### src/light_adc_pkg.sv
// shared constants for the light converter power and timing control
`default_nettype none
package light_adc_pkg;
    // ------------------------------------------------------------
    // command byte layout
    // ------------------------------------------------------------
    localparam int        CMD_SELECT_BIT   = 7;
    localparam int        TRANS_HI         = 6;
    localparam int        TRANS_LO         = 5;
    localparam int        ADDR_HI          = 4;
    localparam logic [1:0] TRANS_REPEAT    = 2'h0;
    localparam logic [1:0] TRANS_AUTO_INC  = 2'h1;
    localparam logic [1:0] TRANS_SPECIAL   = 2'h3;
    localparam logic [4:0] SF_INT_CLEAR    = 5'h01;
    localparam logic [4:0] SF_MANUAL_STOP  = 5'h02;
    localparam logic [4:0] SF_MANUAL_START = 5'h03;
    localparam logic [4:0] POINTER_RESET   = 5'h00;

    // ------------------------------------------------------------
    // register map
    // ------------------------------------------------------------
    localparam logic [4:0] ADDR_POWER_AND_RUN_CONTROL = 5'h00;
    localparam logic [4:0] ADDR_INTEGRATION_PERIOD    = 5'h01;
    localparam int         CTRL_POWER_BIT     = 0;
    localparam int         CTRL_RUN_BIT       = 1;
    localparam int         CTRL_VALID_BIT     = 4;
    localparam int         CTRL_INTERRUPT_BIT = 5;
    localparam logic [7:0] CTRL_RESET         = 8'h00;
    localparam logic [7:0] PERIOD_RESET       = 8'h00;
    localparam logic [7:0] PERIOD_MANUAL      = 8'h00;
    localparam logic [7:0] STEP_LAST          = 8'hff;
    localparam logic [7:0] UNMAPPED_READ      = 8'h00;

    // ------------------------------------------------------------
    // timing
    // ------------------------------------------------------------
    localparam int CLK_PERIOD_NS   = 10;
    localparam int STEP_TIME_NS    = 2700000;
    localparam int STEP_CYCLES     = STEP_TIME_NS / CLK_PERIOD_NS;
    localparam int POWER_SETTLE_NS = 2000000;
endpackage
`default_nettype wire

### src/step_tick_gen.sv
// divider that marks each integration step interval
`default_nettype none
module step_tick_gen
#(
    parameter int PERIOD = 270000
)
(
    input  wire logic sys_clk,
    input  wire logic reset,
    input  wire logic clk_en,
    input  wire logic run,
    output logic      tick
);
    localparam int W = $clog2(PERIOD);
    localparam logic [W-1:0] LAST = W'(PERIOD - 1);

    logic [W-1:0] count;
    logic [W-1:0] next_count;

    if (PERIOD < 2) begin : g_check
        $error("step_tick_gen PERIOD must be at least 2");
    end

    assign tick       = run && (count == LAST);
    assign next_count = (!run || tick) ? '0 : count + W'(1);

    // ------------------------------------------------------------
    // interval counter, restarts whenever integration stops
    // ------------------------------------------------------------
    always_ff @(posedge sys_clk) begin
        if (reset) begin
            count <= '0;
        end else if (clk_en) begin
            count <= next_count;
        end
    end
endmodule
`default_nettype wire

### src/step_counter.sv
// up counter from the programmed step value to rollover
`default_nettype none
module step_counter
(
    input  wire logic       sys_clk,
    input  wire logic       reset,
    input  wire logic       clk_en,
    input  wire logic       load,
    input  wire logic [7:0] load_value,
    input  wire logic       tick,
    output logic      [7:0] count,
    output logic            wrap
);
    import light_adc_pkg::*;

    // last step is the all-ones value, so a start of ff gives one step
    assign wrap = tick && (count == STEP_LAST);

    always_ff @(posedge sys_clk) begin
        if (reset) begin
            count <= PERIOD_RESET;
        end else if (clk_en) begin
            if (load) begin
                count <= load_value;
            end else if (tick) begin
                count <= count + 8'h01;
            end
        end
    end
endmodule
`default_nettype wire

### src/light_adc_power_timing_ctrl.sv
// power, run and integration timing control with its command byte front end
//
// What this block and its host do
// power bit 0 of control register turns converter power on and off
// run bit 1 starts integration on both channels; clearing it stops them
// conversions run only while both power and run bits are set
// host waits at least 2 ms after power before setting run; the host model waits only SETTLE clocks (50) instead
// host should program configuration before setting run
// read-only bit 5 shows the interrupt output is being driven active
// read-only bit 4 shows an integration cycle has completed
// host writes zeros to control bits 7:6 and 3:2
// control register resets to zero
// 8-bit period register sets integration length in 2.7 ms steps
// period value is two's complement of wanted step count
// period value one gives the longest period, 255 steps
// period value zero selects manual start/stop integration
// period register resets to zero, so manual mode after reset
// host avoids single-byte writes of period values above 127
// special codes 00011 start and 00010 stop manual integration
// interrupt stays active until the special interrupt-clear command
// automatic mode counts steps to rollover, flags done, restarts
`default_nettype none
module light_adc_power_timing_ctrl
    import light_adc_pkg::*;
#(
    parameter int STEP_TICKS = STEP_CYCLES
)
(
    input  wire logic       sys_clk,
    input  wire logic       reset,
    input  wire logic       clk_en,
    input  wire logic       wr_valid,
    input  wire logic       wr_first,
    input  wire logic [7:0] wr_byte,
    input  wire logic       rd_req,
    output logic      [7:0] rd_data,
    output logic            rd_valid,
    input  wire logic       interrupt_event,
    output logic            int_n_o,
    output logic            int_oe,
    output logic            power_on,
    output logic            adc_run,
    output logic            integrating,
    output logic            conversion_done,
    output logic      [7:0] integration_step_count
);
    typedef enum logic [1:0] {
        ST_OFF          = 2'b00,
        ST_AUTO         = 2'b01,
        ST_MANUAL_IDLE  = 2'b10,
        ST_MANUAL_RUN   = 2'b11
    } integ_state_t;

    if (STEP_TICKS < 2) begin : g_check
        $error("STEP_TICKS must be at least 2");
    end

    // ------------------------------------------------------------
    // state
    // ------------------------------------------------------------
    integ_state_t state;
    integ_state_t next_state;
    logic [4:0]   pointer;
    logic         auto_inc;
    logic         power_bit;
    logic         run_bit;
    logic [7:0]   period_value;
    logic         interrupt_active_flag;
    logic         valid_flag;
    logic         tick;
    logic         wrap;
    logic [7:0]   step_count;

    // ------------------------------------------------------------
    // command byte decode
    // ------------------------------------------------------------
    // a first byte with its top bit set is always a command, which is
    // why single-byte writes cannot carry period values above 127
    wire       is_cmd      = wr_valid && wr_first && wr_byte[CMD_SELECT_BIT];
    wire [1:0] cmd_trans   = wr_byte[TRANS_HI:TRANS_LO];
    wire [4:0] cmd_code    = wr_byte[ADDR_HI:0];
    wire       is_special  = is_cmd && (cmd_trans == TRANS_SPECIAL);
    wire       is_address  = is_cmd && (cmd_trans != TRANS_SPECIAL);
    wire       is_data     = wr_valid && !is_cmd;
    wire       cmd_int_clr = is_special && (cmd_code == SF_INT_CLEAR);
    wire       cmd_start   = is_special && (cmd_code == SF_MANUAL_START);
    wire       cmd_stop    = is_special && (cmd_code == SF_MANUAL_STOP);
    wire       wr_ctrl     = is_data && (pointer == ADDR_POWER_AND_RUN_CONTROL);
    wire       wr_period   = is_data && (pointer == ADDR_INTEGRATION_PERIOD);
    wire       step_ptr    = auto_inc && (is_data || rd_req);

    // ------------------------------------------------------------
    // register write and readback
    // ------------------------------------------------------------
    // only power and run are stored; the other control bits are dropped
    wire       next_power  = wr_ctrl ? wr_byte[CTRL_POWER_BIT] : power_bit;
    wire       next_run    = wr_ctrl ? wr_byte[CTRL_RUN_BIT] : run_bit;
    wire       enabled     = power_bit && run_bit;
    wire       manual_mode = (period_value == PERIOD_MANUAL);
    wire [7:0] ctrl_read   = {2'h0, interrupt_active_flag, valid_flag, 2'h0, run_bit, power_bit};
    wire [7:0] sel_read    = (pointer == ADDR_POWER_AND_RUN_CONTROL) ? ctrl_read :
                             (pointer == ADDR_INTEGRATION_PERIOD)    ? period_value :
                                                                       UNMAPPED_READ;

    always_ff @(posedge sys_clk) begin
        if (reset) begin
            power_bit    <= CTRL_RESET[CTRL_POWER_BIT];
            run_bit      <= CTRL_RESET[CTRL_RUN_BIT];
            period_value <= PERIOD_RESET;
        end else if (clk_en) begin
            power_bit <= next_power;
            run_bit   <= next_run;
            if (wr_period) begin
                period_value <= wr_byte;
            end
        end
    end

    always_ff @(posedge sys_clk) begin
        if (reset) begin
            pointer  <= POINTER_RESET;
            auto_inc <= 1'b0;
        end else if (clk_en) begin
            if (is_address) begin
                pointer  <= cmd_code;
                auto_inc <= (cmd_trans == TRANS_AUTO_INC);
            end else if (step_ptr) begin
                pointer <= pointer + 5'h01;
            end
        end
    end

    always_ff @(posedge sys_clk) begin
        if (reset) begin
            rd_data  <= UNMAPPED_READ;
            rd_valid <= 1'b0;
        end else if (clk_en) begin
            rd_valid <= rd_req;
            if (rd_req) begin
                rd_data <= sel_read;
            end
        end
    end

    // ------------------------------------------------------------
    // integration sequencing
    // ------------------------------------------------------------
    wire manual_end = (state == ST_MANUAL_RUN) && cmd_stop;
    wire cycle_end  = (state == ST_AUTO && wrap) || manual_end;
    wire load_steps = (state != ST_AUTO && next_state == ST_AUTO) || (state == ST_AUTO && wrap);

    always_comb begin
        next_state = state;
        case (state)
            ST_OFF: begin
                if (enabled) begin
                    next_state = manual_mode ? ST_MANUAL_IDLE : ST_AUTO;
                end
            end
            ST_AUTO: begin
                // a switch to manual takes effect only at the end of an integration cycle (wrap)
                if (wrap && manual_mode) begin
                    next_state = ST_MANUAL_IDLE;
                end
            end
            ST_MANUAL_IDLE: begin
                if (!manual_mode) begin
                    next_state = ST_AUTO;
                end else if (cmd_start) begin
                    next_state = ST_MANUAL_RUN;
                end
            end
            ST_MANUAL_RUN: begin
                if (cmd_stop) begin
                    next_state = ST_MANUAL_IDLE;
                end
            end
            default: begin
                next_state = ST_OFF;
            end
        endcase
        if (!enabled) begin
            next_state = ST_OFF;
        end
    end

    always_ff @(posedge sys_clk) begin
        if (reset) begin
            state <= ST_OFF;
        end else if (clk_en) begin
            state <= next_state;
        end
    end

    step_tick_gen #(
        .PERIOD (STEP_TICKS)
    ) u_tick (
        .sys_clk (sys_clk),
        .reset   (reset),
        .clk_en  (clk_en),
        .run     (integrating),
        .tick    (tick)
    );

    // the period is sampled at each cycle start, so a rewrite mid-cycle
    // only lengthens or shortens the next cycle
    step_counter u_steps (
        .sys_clk    (sys_clk),
        .reset      (reset),
        .clk_en     (clk_en),
        .load       (load_steps),
        .load_value (period_value),
        .tick       (tick),
        .count      (step_count),
        .wrap       (wrap)
    );

    // ------------------------------------------------------------
    // status flags, a new event wins over a clear in the same cycle
    // ------------------------------------------------------------
    wire valid_clear = wr_ctrl && !wr_byte[CTRL_RUN_BIT];

    always_ff @(posedge sys_clk) begin
        if (reset) begin
            valid_flag            <= 1'b0;
            interrupt_active_flag <= 1'b0;
            conversion_done       <= 1'b0;
        end else if (clk_en) begin
            conversion_done <= cycle_end;
            if (cycle_end) begin
                valid_flag <= 1'b1;
            end else if (valid_clear) begin
                valid_flag <= 1'b0;
            end
            if (interrupt_event) begin
                interrupt_active_flag <= 1'b1;
            end else if (cmd_int_clr) begin
                interrupt_active_flag <= 1'b0;
            end
        end
    end

    // ------------------------------------------------------------
    // outputs
    // ------------------------------------------------------------
    assign power_on               = power_bit;
    assign adc_run                = run_bit;
    assign integrating            = (state == ST_AUTO) || (state == ST_MANUAL_RUN);
    assign integration_step_count = step_count;
    assign int_n_o                = 1'b0;
    assign int_oe                 = interrupt_active_flag;
endmodule
`default_nettype wire

### config.mk
export PLATFORM = sky130hd
export DESIGN_NAME = light_adc_power_timing_ctrl
export DESIGN_NICKNAME = d
export VERILOG_FILES = /design/src/light_adc_pkg.sv /design/src/step_tick_gen.sv /design/src/step_counter.sv /design/src/light_adc_power_timing_ctrl.sv
export SDC_FILE = /design/constraint.sdc
export NUM_CORES = 1
export LEC_CHECK = 0
export ABC_AREA = 0
export BUFFER_PORTS_ARGS = -buffer_cell sky130_fd_sc_hd__buf_2
export CAP_MARGIN = 20
export CORE_ASPECT_RATIO = 2
export CORE_MARGIN = 8
export CORE_UTILIZATION = 55
export DETAILED_ROUTE_END_ITERATION = 12
export PLACE_DENSITY = 0.77
export SYNTH_ARGS = -nofsm -noshare
export SYNTH_HDL_FRONTEND = slang
export SYNTH_SLANG_ARGS = --single-unit
### constraint.sdc
create_clock -name sys_clk -period 2.1 [get_ports sys_clk]
set_input_delay 0.63 -clock sys_clk [delete_from_list [all_inputs] [get_ports sys_clk]]
set_output_delay 0.63 -clock sys_clk [all_outputs]
set_load 0.005 [all_outputs]
Yosys cells after proc, flatten, opt, wreduce, memory -nomap -nowiden
Index checks and enable logic that the tools add are counted.
{"block": "word_totals", "output_inout_bits": 23, "reg_bits": 57, "elab_cells": 90, "input_bits": 15}
{"block": "classes", "n_reduce_logical": 42, "eq_ne": 14, "n_addsub": 3, "mux": 18}
{"cell": "$mux W8", "count": 4}
{"cell": "$add A19 B1 Y19 const B", "count": 1}
{"cell": "$eq A19 B19 Y1 const B", "count": 1}
{"cell": "$logic_and A1 B1 Y1", "count": 19}
{"cell": "$mux W19", "count": 1}
{"cell": "$reduce_and A2 Y1", "count": 8}
{"cell": "$mux W2", "count": 6}
{"cell": "$eq A5 B1 Y1 const B", "count": 2}
{"cell": "$eq A5 B2 Y1 const B", "count": 2}
{"cell": "$mux W5", "count": 2}
{"cell": "$add A8 B1 Y8 const B", "count": 1}
{"cell": "$eq A8 B8 Y1 const B", "count": 1}
{"cell": "$logic_not A8 Y1", "count": 1}
{"cell": "$pmux W2 S4", "count": 1}
{"cell": "$reduce_bool A2 Y1", "count": 4}
{"cell": "$eq A2 B1 Y1 const B", "count": 3}
{"cell": "$eq A2 B2 Y1 const B", "count": 3}
{"cell": "$add A5 B1 Y5 const B", "count": 1}
{"cell": "$logic_not A5 Y1", "count": 1}
{"cell": "$logic_or A1 B1 Y1", "count": 5}
{"cell": "$mux W1", "count": 4}
{"cell": "$logic_not A1 Y1", "count": 3}
{"cell": "$logic_not A2 Y1", "count": 1}
{"cell": "$ne A2 B1 Y1 const B", "count": 1}
{"cell": "$ne A2 B2 Y1 const B", "count": 1}

Logic depth before layout (Yosys ltp)
{"block": "depth", "depth_word": 13, "mapped_depth": 7, "depth_no_buf": 6}

Hierarchy
Synthesis repeated with hierarchy kept, for this count alone.
{"block": "unflattened", "cells_unflattened": 370, "area_unflattened_um2": 3061.7}
{"module": "light_adc_power_timing_ctrl", "seq_area_each_um2": 600.6, "n_inst": 1, "cells_per_inst": 181, "area_per_inst_um2": 1511.4}
{"module": "step_tick_gen", "seq_area_each_um2": 380.4, "n_inst": 1, "cells_per_inst": 125, "area_per_inst_um2": 1024.7}
{"module": "step_counter", "seq_area_each_um2": 160.2, "n_inst": 1, "cells_per_inst": 64, "area_per_inst_um2": 525.5}

Worst setup path before layout
Ideal clock, no wire load.
{"block": "synth_path", "path_kind": "input to register", "from": "in wr_byte[2]", "to": "reg state[0]", "path_slack_ns": 0.201, "path_stages": 5, "arrival_ns": 1.804, "setup_time_ns": 0.095, "t_required_ns": 2.005, "path_buffers": 0, "path_cell_list": "or3_1 > nor4_1 > a32o_1 > nand2_1 > a221oi_1"}
{"block": "synth_via", "elab_chain_len": 6, "elab_cells_between_ends": 9, "cone_classes": "2 x eq/ne; 5 x mux; 2 x reduce/logical"}
{"item": "start: declaration", "line_no": "light_adc_power_timing_ctrl.sv:34", "source": "input wire logic [7:0] wr_byte,"}
{"item": "$eq A5 B2 Y1", "line_no": "light_adc_power_timing_ctrl.sv:86", "source": "wire cmd_start = is_special && (cmd_code == SF_MANUAL_START);"}
{"item": "$logic_and A1 B1 Y1", "line_no": "light_adc_power_timing_ctrl.sv:86"}
{"item": "$mux W2", "line_no": "light_adc_power_timing_ctrl.sv:169", "source": "end else if (cmd_start) begin"}
{"item": "$mux W2", "line_no": "light_adc_power_timing_ctrl.sv:167", "source": "if (!manual_mode) begin"}
{"item": "$pmux W2 S4 (*)", "line_no": "light_adc_power_timing_ctrl.sv:154", "source": "case (state)"}
{"item": "$mux W2 (*)", "line_no": "light_adc_power_timing_ctrl.sv:182", "source": "if (!enabled) begin"}
{"item": "end signal: assignment", "line_no": "light_adc_power_timing_ctrl.sv:191", "source": "state <= next_state;"}
{"item": "end: declaration", "line_no": "light_adc_power_timing_ctrl.sv:61", "source": "integ_state_t state;"}
Every way passes the cells marked *; elsewhere a longest branch is shown, timed or not.
A chain may end at the register's enable or synchronous reset.

Worst setup path in the final report
{"block": "layout_path", "from": "reg u_tick.count[8]", "to": "reg u_steps.count[6]"}
{"block": "layout_via", "elab_chain_len": 12, "elab_cells_between_ends": 14, "cone_classes": "2 x eq/ne; 4 x mux; 8 x reduce/logical"}
{"item": "start: declaration", "line_no": "step_tick_gen.sv:17", "source": "logic [W-1:0] count;"}
{"item": "start signal: assignment", "line_no": "step_tick_gen.sv:34", "source": "count <= next_count;"}
{"item": "$eq A19 B19 Y1 (*)", "line_no": "step_tick_gen.sv:24", "source": "assign tick = run && (count == LAST);"}
{"item": "$logic_and A1 B1 Y1 (*)", "line_no": "step_tick_gen.sv:24"}
{"item": "$logic_and A1 B1 Y1", "line_no": "step_counter.sv:17", "source": "assign wrap = tick && (count == STEP_LAST);"}
{"item": "$logic_and A1 B1 Y1", "line_no": "light_adc_power_timing_ctrl.sv:162", "source": "if (wrap && manual_mode) begin"}
{"item": "$mux W2", "line_no": "light_adc_power_timing_ctrl.sv:162"}
{"item": "$pmux W2 S4", "line_no": "light_adc_power_timing_ctrl.sv:154"}
{"item": "$mux W2", "line_no": "light_adc_power_timing_ctrl.sv:182"}
{"item": "$eq A2 B1 Y1", "line_no": "light_adc_power_timing_ctrl.sv:150", "source": "wire load_steps = (state != ST_AUTO && next_state == ST_AUTO) || (state == ST_AUTO && wrap);"}
{"item": "$logic_and A1 B1 Y1", "line_no": "light_adc_power_timing_ctrl.sv:150"}
{"item": "$logic_or A1 B1 Y1", "line_no": "light_adc_power_timing_ctrl.sv:150"}
{"item": "$reduce_bool A2 Y1 (no source line)"}
{"item": "$reduce_and A2 Y1 (no source line)"}
{"item": "end signal: assignment", "line_no": "step_counter.sv:24", "source": "count <= load_value;"}
{"item": "end signal: assignment", "line_no": "step_counter.sv:26", "source": "count <= count + 8'h01;"}
{"item": "end: declaration", "line_no": "step_counter.sv:11", "source": "output logic [7:0] count,"}
Marked as above.

==> results.rst <==
.. list-table::
   :header-rows: 1

   * - Metric
     - Value
   * - Slew HR
     - 57.5%
   * - Clock insertion delay at the later pin of the skew report
     - 0.34 ns
   * - Period utilisation layout
     - 97.0%
   * - Overall via count from detail_route
     - 2813
   * - Data arrival time of the critical path
     - 2.31 ns
   * - Area used by multi-input combinational logic
     - 1660 um^2
   * - Synth Warn #
     - 0
   * - Transition at the pin with the smallest max-transition slack
     - 0.636 ns
   * - Cells along the critical path
     - or4bb_4 -> nor4_4 -> buf_4 -> a21oi_4 -> buf_4 -> o21ai_1 -> o2bb2ai_1
   * - Starting DRC count in detailed routing
     - 208
   * - Initial antenna violation count
     - 0
   * - Site Rows
     - 37
   * - Setup Slack @ Placement
     - -0.0410 ns
   * - Clock tree from TritonCTS
     - built
   * - Number of global-route vias before repair
     - 2852
   * - Post-route ant nets
     - 0
   * - CTS clk-pin slew, worst paths
     - 0.07 ns
   * - Flip-flop and latch count after synthesis
     - 57
   * - Number of flops mapped to enable cells by yosys
     - 0
   * - Placer congestion estimate
     - 0.964
   * - Total routing usage reported by global routing
     - 21.4%
   * - Layout area overhead
     - 25.2%
   * - Cell area after synthesis
     - 2860 um^2
   * - Post-Synthesis Net Count
     - 360
   * - Worst min-delay path class
     - flop to flop
   * - Dominant register cell in the synthesized netlist
     - sky130_fd_sc_hd__dfxtp_1
   * - Number of buffers created by CTS
     - 9
   * - Delay of the slowest critical-path stage
     - 0.57 ns
   * - Critical-path cell with the highest stage delay
     - sky130_fd_sc_hd__or4bb_4
   * - Post-DP HPWL
     - 5960 um
   * - Detailed Routing Iterations Pass 1
     - 5
   * - Nets
     - 427
   * - Final critical delay including setup and external delays
     - 2.04 ns
   * - Width of the die
     - 67.0 um
   * - Detailed-route vias per instance
     - 5.99
   * - Number of library cell types mapped by synthesis
     - 54
   * - Area of the die
     - 7900 um^2
   * - Average cell area after synthesis
     - 8.41 um^2
   * - CP Class
     - flop to flop
   * - Root buffer selected by CTS
     - sky130_fd_sc_hd__clkbuf_8
   * - CP startpoint
     - u_tick.count[8]
   * - Largest net degree at the start of global routing
     - 20
   * - Max-capacitance violation count
     - 0
   * - Power density relative to cell area
     - 653 nW/um^2
   * - Finished Core Util
     - 70.3%
   * - Number of cells after detailed placement
     - 446
   * - Fraction of synthesis flops using an asynchronous set or reset pin
     - 0%
   * - Post-route worst setup slack
     - 0.0630 ns
   * - Status
     - finished, final reports clean
   * - Max clock buf depth
     - 2
   * - Final instance area
     - 3580 um^2
   * - Critical Path Sink Type
     - flop
   * - Number of buffers and inverters on the critical path
     - 2
   * - GRT overflow
     - 0
   * - Worst setup SP type
     - flop
   * - Antenna diodes
     - 0
   * - Boundary Pins
     - 38
   * - Worst Path Max Fanout
     - 6
   * - Total of endpoints with negative setup slack in the final report
     - 0
   * - Post-Route Skew
     - 0.00643 ns
   * - Fraction of layout instances using a drive strength above 1
     - 24.3%
   * - Max Clock Freq
     - 491 MHz
   * - Sequential share of the synthesized area
     - 39.9%
   * - DRC viols
     - 0
   * - Placement Cell Area
     - 3240 um^2
   * - Worst ir drop on vdd
     - 0.712 mV
   * - CTS HTree Levels
     - 3
   * - Final hold viol count
     - 0
   * - Final number of max-transition violations
     - 0
   * - Total number of clock tree sinks
     - 57
   * - Dominant delay contributor by cell family on the critical path
     - simple AND/OR/NAND/NOR gates
   * - Core box area
     - 5090 um^2
   * - Non-filler instance count after layout
     - 470
   * - Hold path startpoint
     - rd_data[6]
   * - IO Port Bufs
     - 36
   * - Synthesized instance count
     - 340
   * - Cell occurring most often along the worst timing path
     - sky130_fd_sc_hd__buf_4
   * - Fill count
     - 418
   * - Leakage power
     - 1.43 nW
   * - Startpoint of the worst register-to-register path
     - u_tick.count[8]
   * - Required time at the endpoint of the critical path
     - 2.37 ns
   * - DRT Wirelength
     - 8290 um
   * - Post-DR wirelength/cell
     - 17.6 um
   * - Global-route wire length before repair
     - 13200 um
   * - Final total power
     - 2.34 mW
   * - Sequential Area
     - 1140 um^2
   * - Chip height
     - 118 um
   * - Initial core utilization
     - 56.2%
==> worst min-delay path, cell delays in order, from the launching register on <==
cell,delay [ns]
sky130_fd_sc_hd__dfxtp_1,0.31
sky130_fd_sc_hd__nand2_1,0.05
sky130_fd_sc_hd__a21oi_1,0.06
==> path summary, 6_finish.rpt <==
kind / endpoint / cells after the start / slack (ns)
worst min register to register: rd_data[6] / 2 / 0.47
worst max register to register: u_steps.count[6] / 7 / 0.06
worst max-delay path: u_steps.count[6] / 7 / 0.06
worst min-delay path: rd_data[6] / 2 / 0.47
==> metal layers <==
| layer | share of wire, % | global-route usage (%) | wire, um | vias up |
|---|---|---|---|---|
| li1 | - | - | - | 1344 |
| met1 | 35 | 19.8 | 2890 | 1317 |
| met2 | 53 | 38.4 | 4420 | 109 |
| met3 | 5.0 | 5.43 | 415 | 43 |
| met4 | 6.7 | 13.7 | 558 | 0 |
| met5 | 0 | 0 | 0 | - |
==> power breakdown <==
group	switching, mW	internal [mW]	leakage (nW)
clock	0.449	0.642	0.105
combinational	0.0857	0.0564	0.869
sequential	0.0108	1.09	0.461
==> cell families after synthesis <==
kind of cell | after synthesis | synth area share (%)
fa+ha+maj | 5 | 2.19
simple gates | 156 | 27.1
buf+inv | 26 | 4.11
flops | 57 | 39.9
other cells | 1 | 0.131
xor+xnor | 18 | 5.51
mux | 19 | 6.74
compound gates | 58 | 14.3
==> cells in the final DEF, fill, tap and decap left out, types with 2 or more instances in the layout <==
| cell | netlist | routed |
|---|---|---|
| sky130_fd_sc_hd__nand4_1 | 6 | 6 |
| sky130_fd_sc_hd__mux2_2 | 2 | 2 |
| sky130_fd_sc_hd__mux2i_1 | 17 | 17 |
| sky130_fd_sc_hd__nor4_4 | 1 | 2 |
| sky130_fd_sc_hd__and2_1 | 5 | 5 |
| sky130_fd_sc_hd__nand3_1 | 19 | 19 |
| sky130_fd_sc_hd__a32o_1 | 2 | 2 |
| sky130_fd_sc_hd__o21ai_0 | 7 | 7 |
| sky130_fd_sc_hd__and3_1 | 3 | 3 |
| sky130_fd_sc_hd__o2bb2ai_1 | 2 | 2 |
| sky130_fd_sc_hd__xnor2_1 | 8 | 8 |
| sky130_fd_sc_hd__nand2b_1 | 3 | 3 |
| sky130_fd_sc_hd__clkbuf_8 | 0 | 12 |
| sky130_fd_sc_hd__nor2_1 | 56 | 55 |
| sky130_fd_sc_hd__nor3_1 | 8 | 8 |
| sky130_fd_sc_hd__o32ai_1 | 5 | 5 |
| sky130_fd_sc_hd__o21a_1 | 2 | 2 |
| sky130_fd_sc_hd__nor4_1 | 6 | 5 |
| sky130_fd_sc_hd__a221oi_1 | 6 | 6 |
| sky130_fd_sc_hd__xor2_1 | 10 | 10 |
| sky130_fd_sc_hd__a31oi_1 | 2 | 2 |
| sky130_fd_sc_hd__inv_1 | 13 | 13 |
| sky130_fd_sc_hd__buf_4 | 1 | 30 |
| sky130_fd_sc_hd__nand2_1 | 32 | 32 |
| sky130_fd_sc_hd__nand3b_1 | 4 | 4 |
| sky130_fd_sc_hd__a21oi_1 | 18 | 18 |
| sky130_fd_sc_hd__or3_1 | 2 | 2 |
| sky130_fd_sc_hd__and4_1 | 2 | 2 |
| sky130_fd_sc_hd__buf_2 | 1 | 36 |
| sky130_fd_sc_hd__buf_12 | 0 | 2 |
| sky130_fd_sc_hd__ha_1 | 5 | 5 |
| sky130_fd_sc_hd__clkinvlp_4 | 0 | 2 |
| sky130_fd_sc_hd__dfxtp_1 | 57 | 56 |
==> layout make-up <==
type | instances | share of cell area [%]
clock buffer | 12 | 4.61
clock inverter | 4 | 1.40
inverter | 13 | 1.36
multi-input combinational | 258 | 46.3
sequential | 57 | 31.9
tap | 58 | 2.03
timing repair buffer | 68 | 12.4
==> synth_stat cells, types with 3 or more instances <==
cell type / count / area share (%)
sky130_fd_sc_hd__a21oi_1: 18 / 3.1
sky130_fd_sc_hd__a221oi_1: 6 / 1.8
sky130_fd_sc_hd__and2_1: 5 / 1.1
sky130_fd_sc_hd__and3_1: 3 / 0.66
sky130_fd_sc_hd__buf_1: 3 / 0.39
sky130_fd_sc_hd__clkbuf_1: 6 / 0.79
sky130_fd_sc_hd__dfxtp_1: 57 / 40
sky130_fd_sc_hd__ha_1: 5 / 2.2
sky130_fd_sc_hd__inv_1: 13 / 1.7
sky130_fd_sc_hd__mux2i_1: 17 / 5.9
sky130_fd_sc_hd__nand2_1: 32 / 4.2
sky130_fd_sc_hd__nand2b_1: 3 / 0.66
sky130_fd_sc_hd__nand3_1: 19 / 3.3
sky130_fd_sc_hd__nand3b_1: 4 / 1.0
sky130_fd_sc_hd__nand4_1: 6 / 1.3
sky130_fd_sc_hd__nor2_1: 56 / 7.3
sky130_fd_sc_hd__nor3_1: 8 / 1.4
sky130_fd_sc_hd__nor4_1: 6 / 1.3
sky130_fd_sc_hd__o21ai_0: 7 / 1.2
sky130_fd_sc_hd__o32ai_1: 5 / 1.5
sky130_fd_sc_hd__xnor2_1: 8 / 2.4
sky130_fd_sc_hd__xor2_1: 10 / 3.1
==> registers in the layout (all words and copies together), names as in the netlist <==
signal and cells:
rd_valid 1, conversion_done 1, period_value 8, adc_run 1, u_tick.count 19, valid_flag 1
auto_inc 1, u_steps.count 8, int_oe 1, rd_data 8, state 2, pointer 5
power_on 1
==> stage by stage <==
stage	hold WS (ns)	TNS (ns)
finish	0.466	0
global route	0.492	-0.222
CTS	0.465	0
detailed placement	0.447	-0.0410
global placement	0.438	0
floorplan	0.448	0
==> repair_timing <==
action                                  CTS  global route
resized for setup                         2             7
buffers inserted                          0             7
hold buffers                              0             0
gates cloned                              0             1
endpoints found under the setup margin    1             8
pin swaps                                 0             3
No activity file was read; power rests on OpenSTA's default activity.
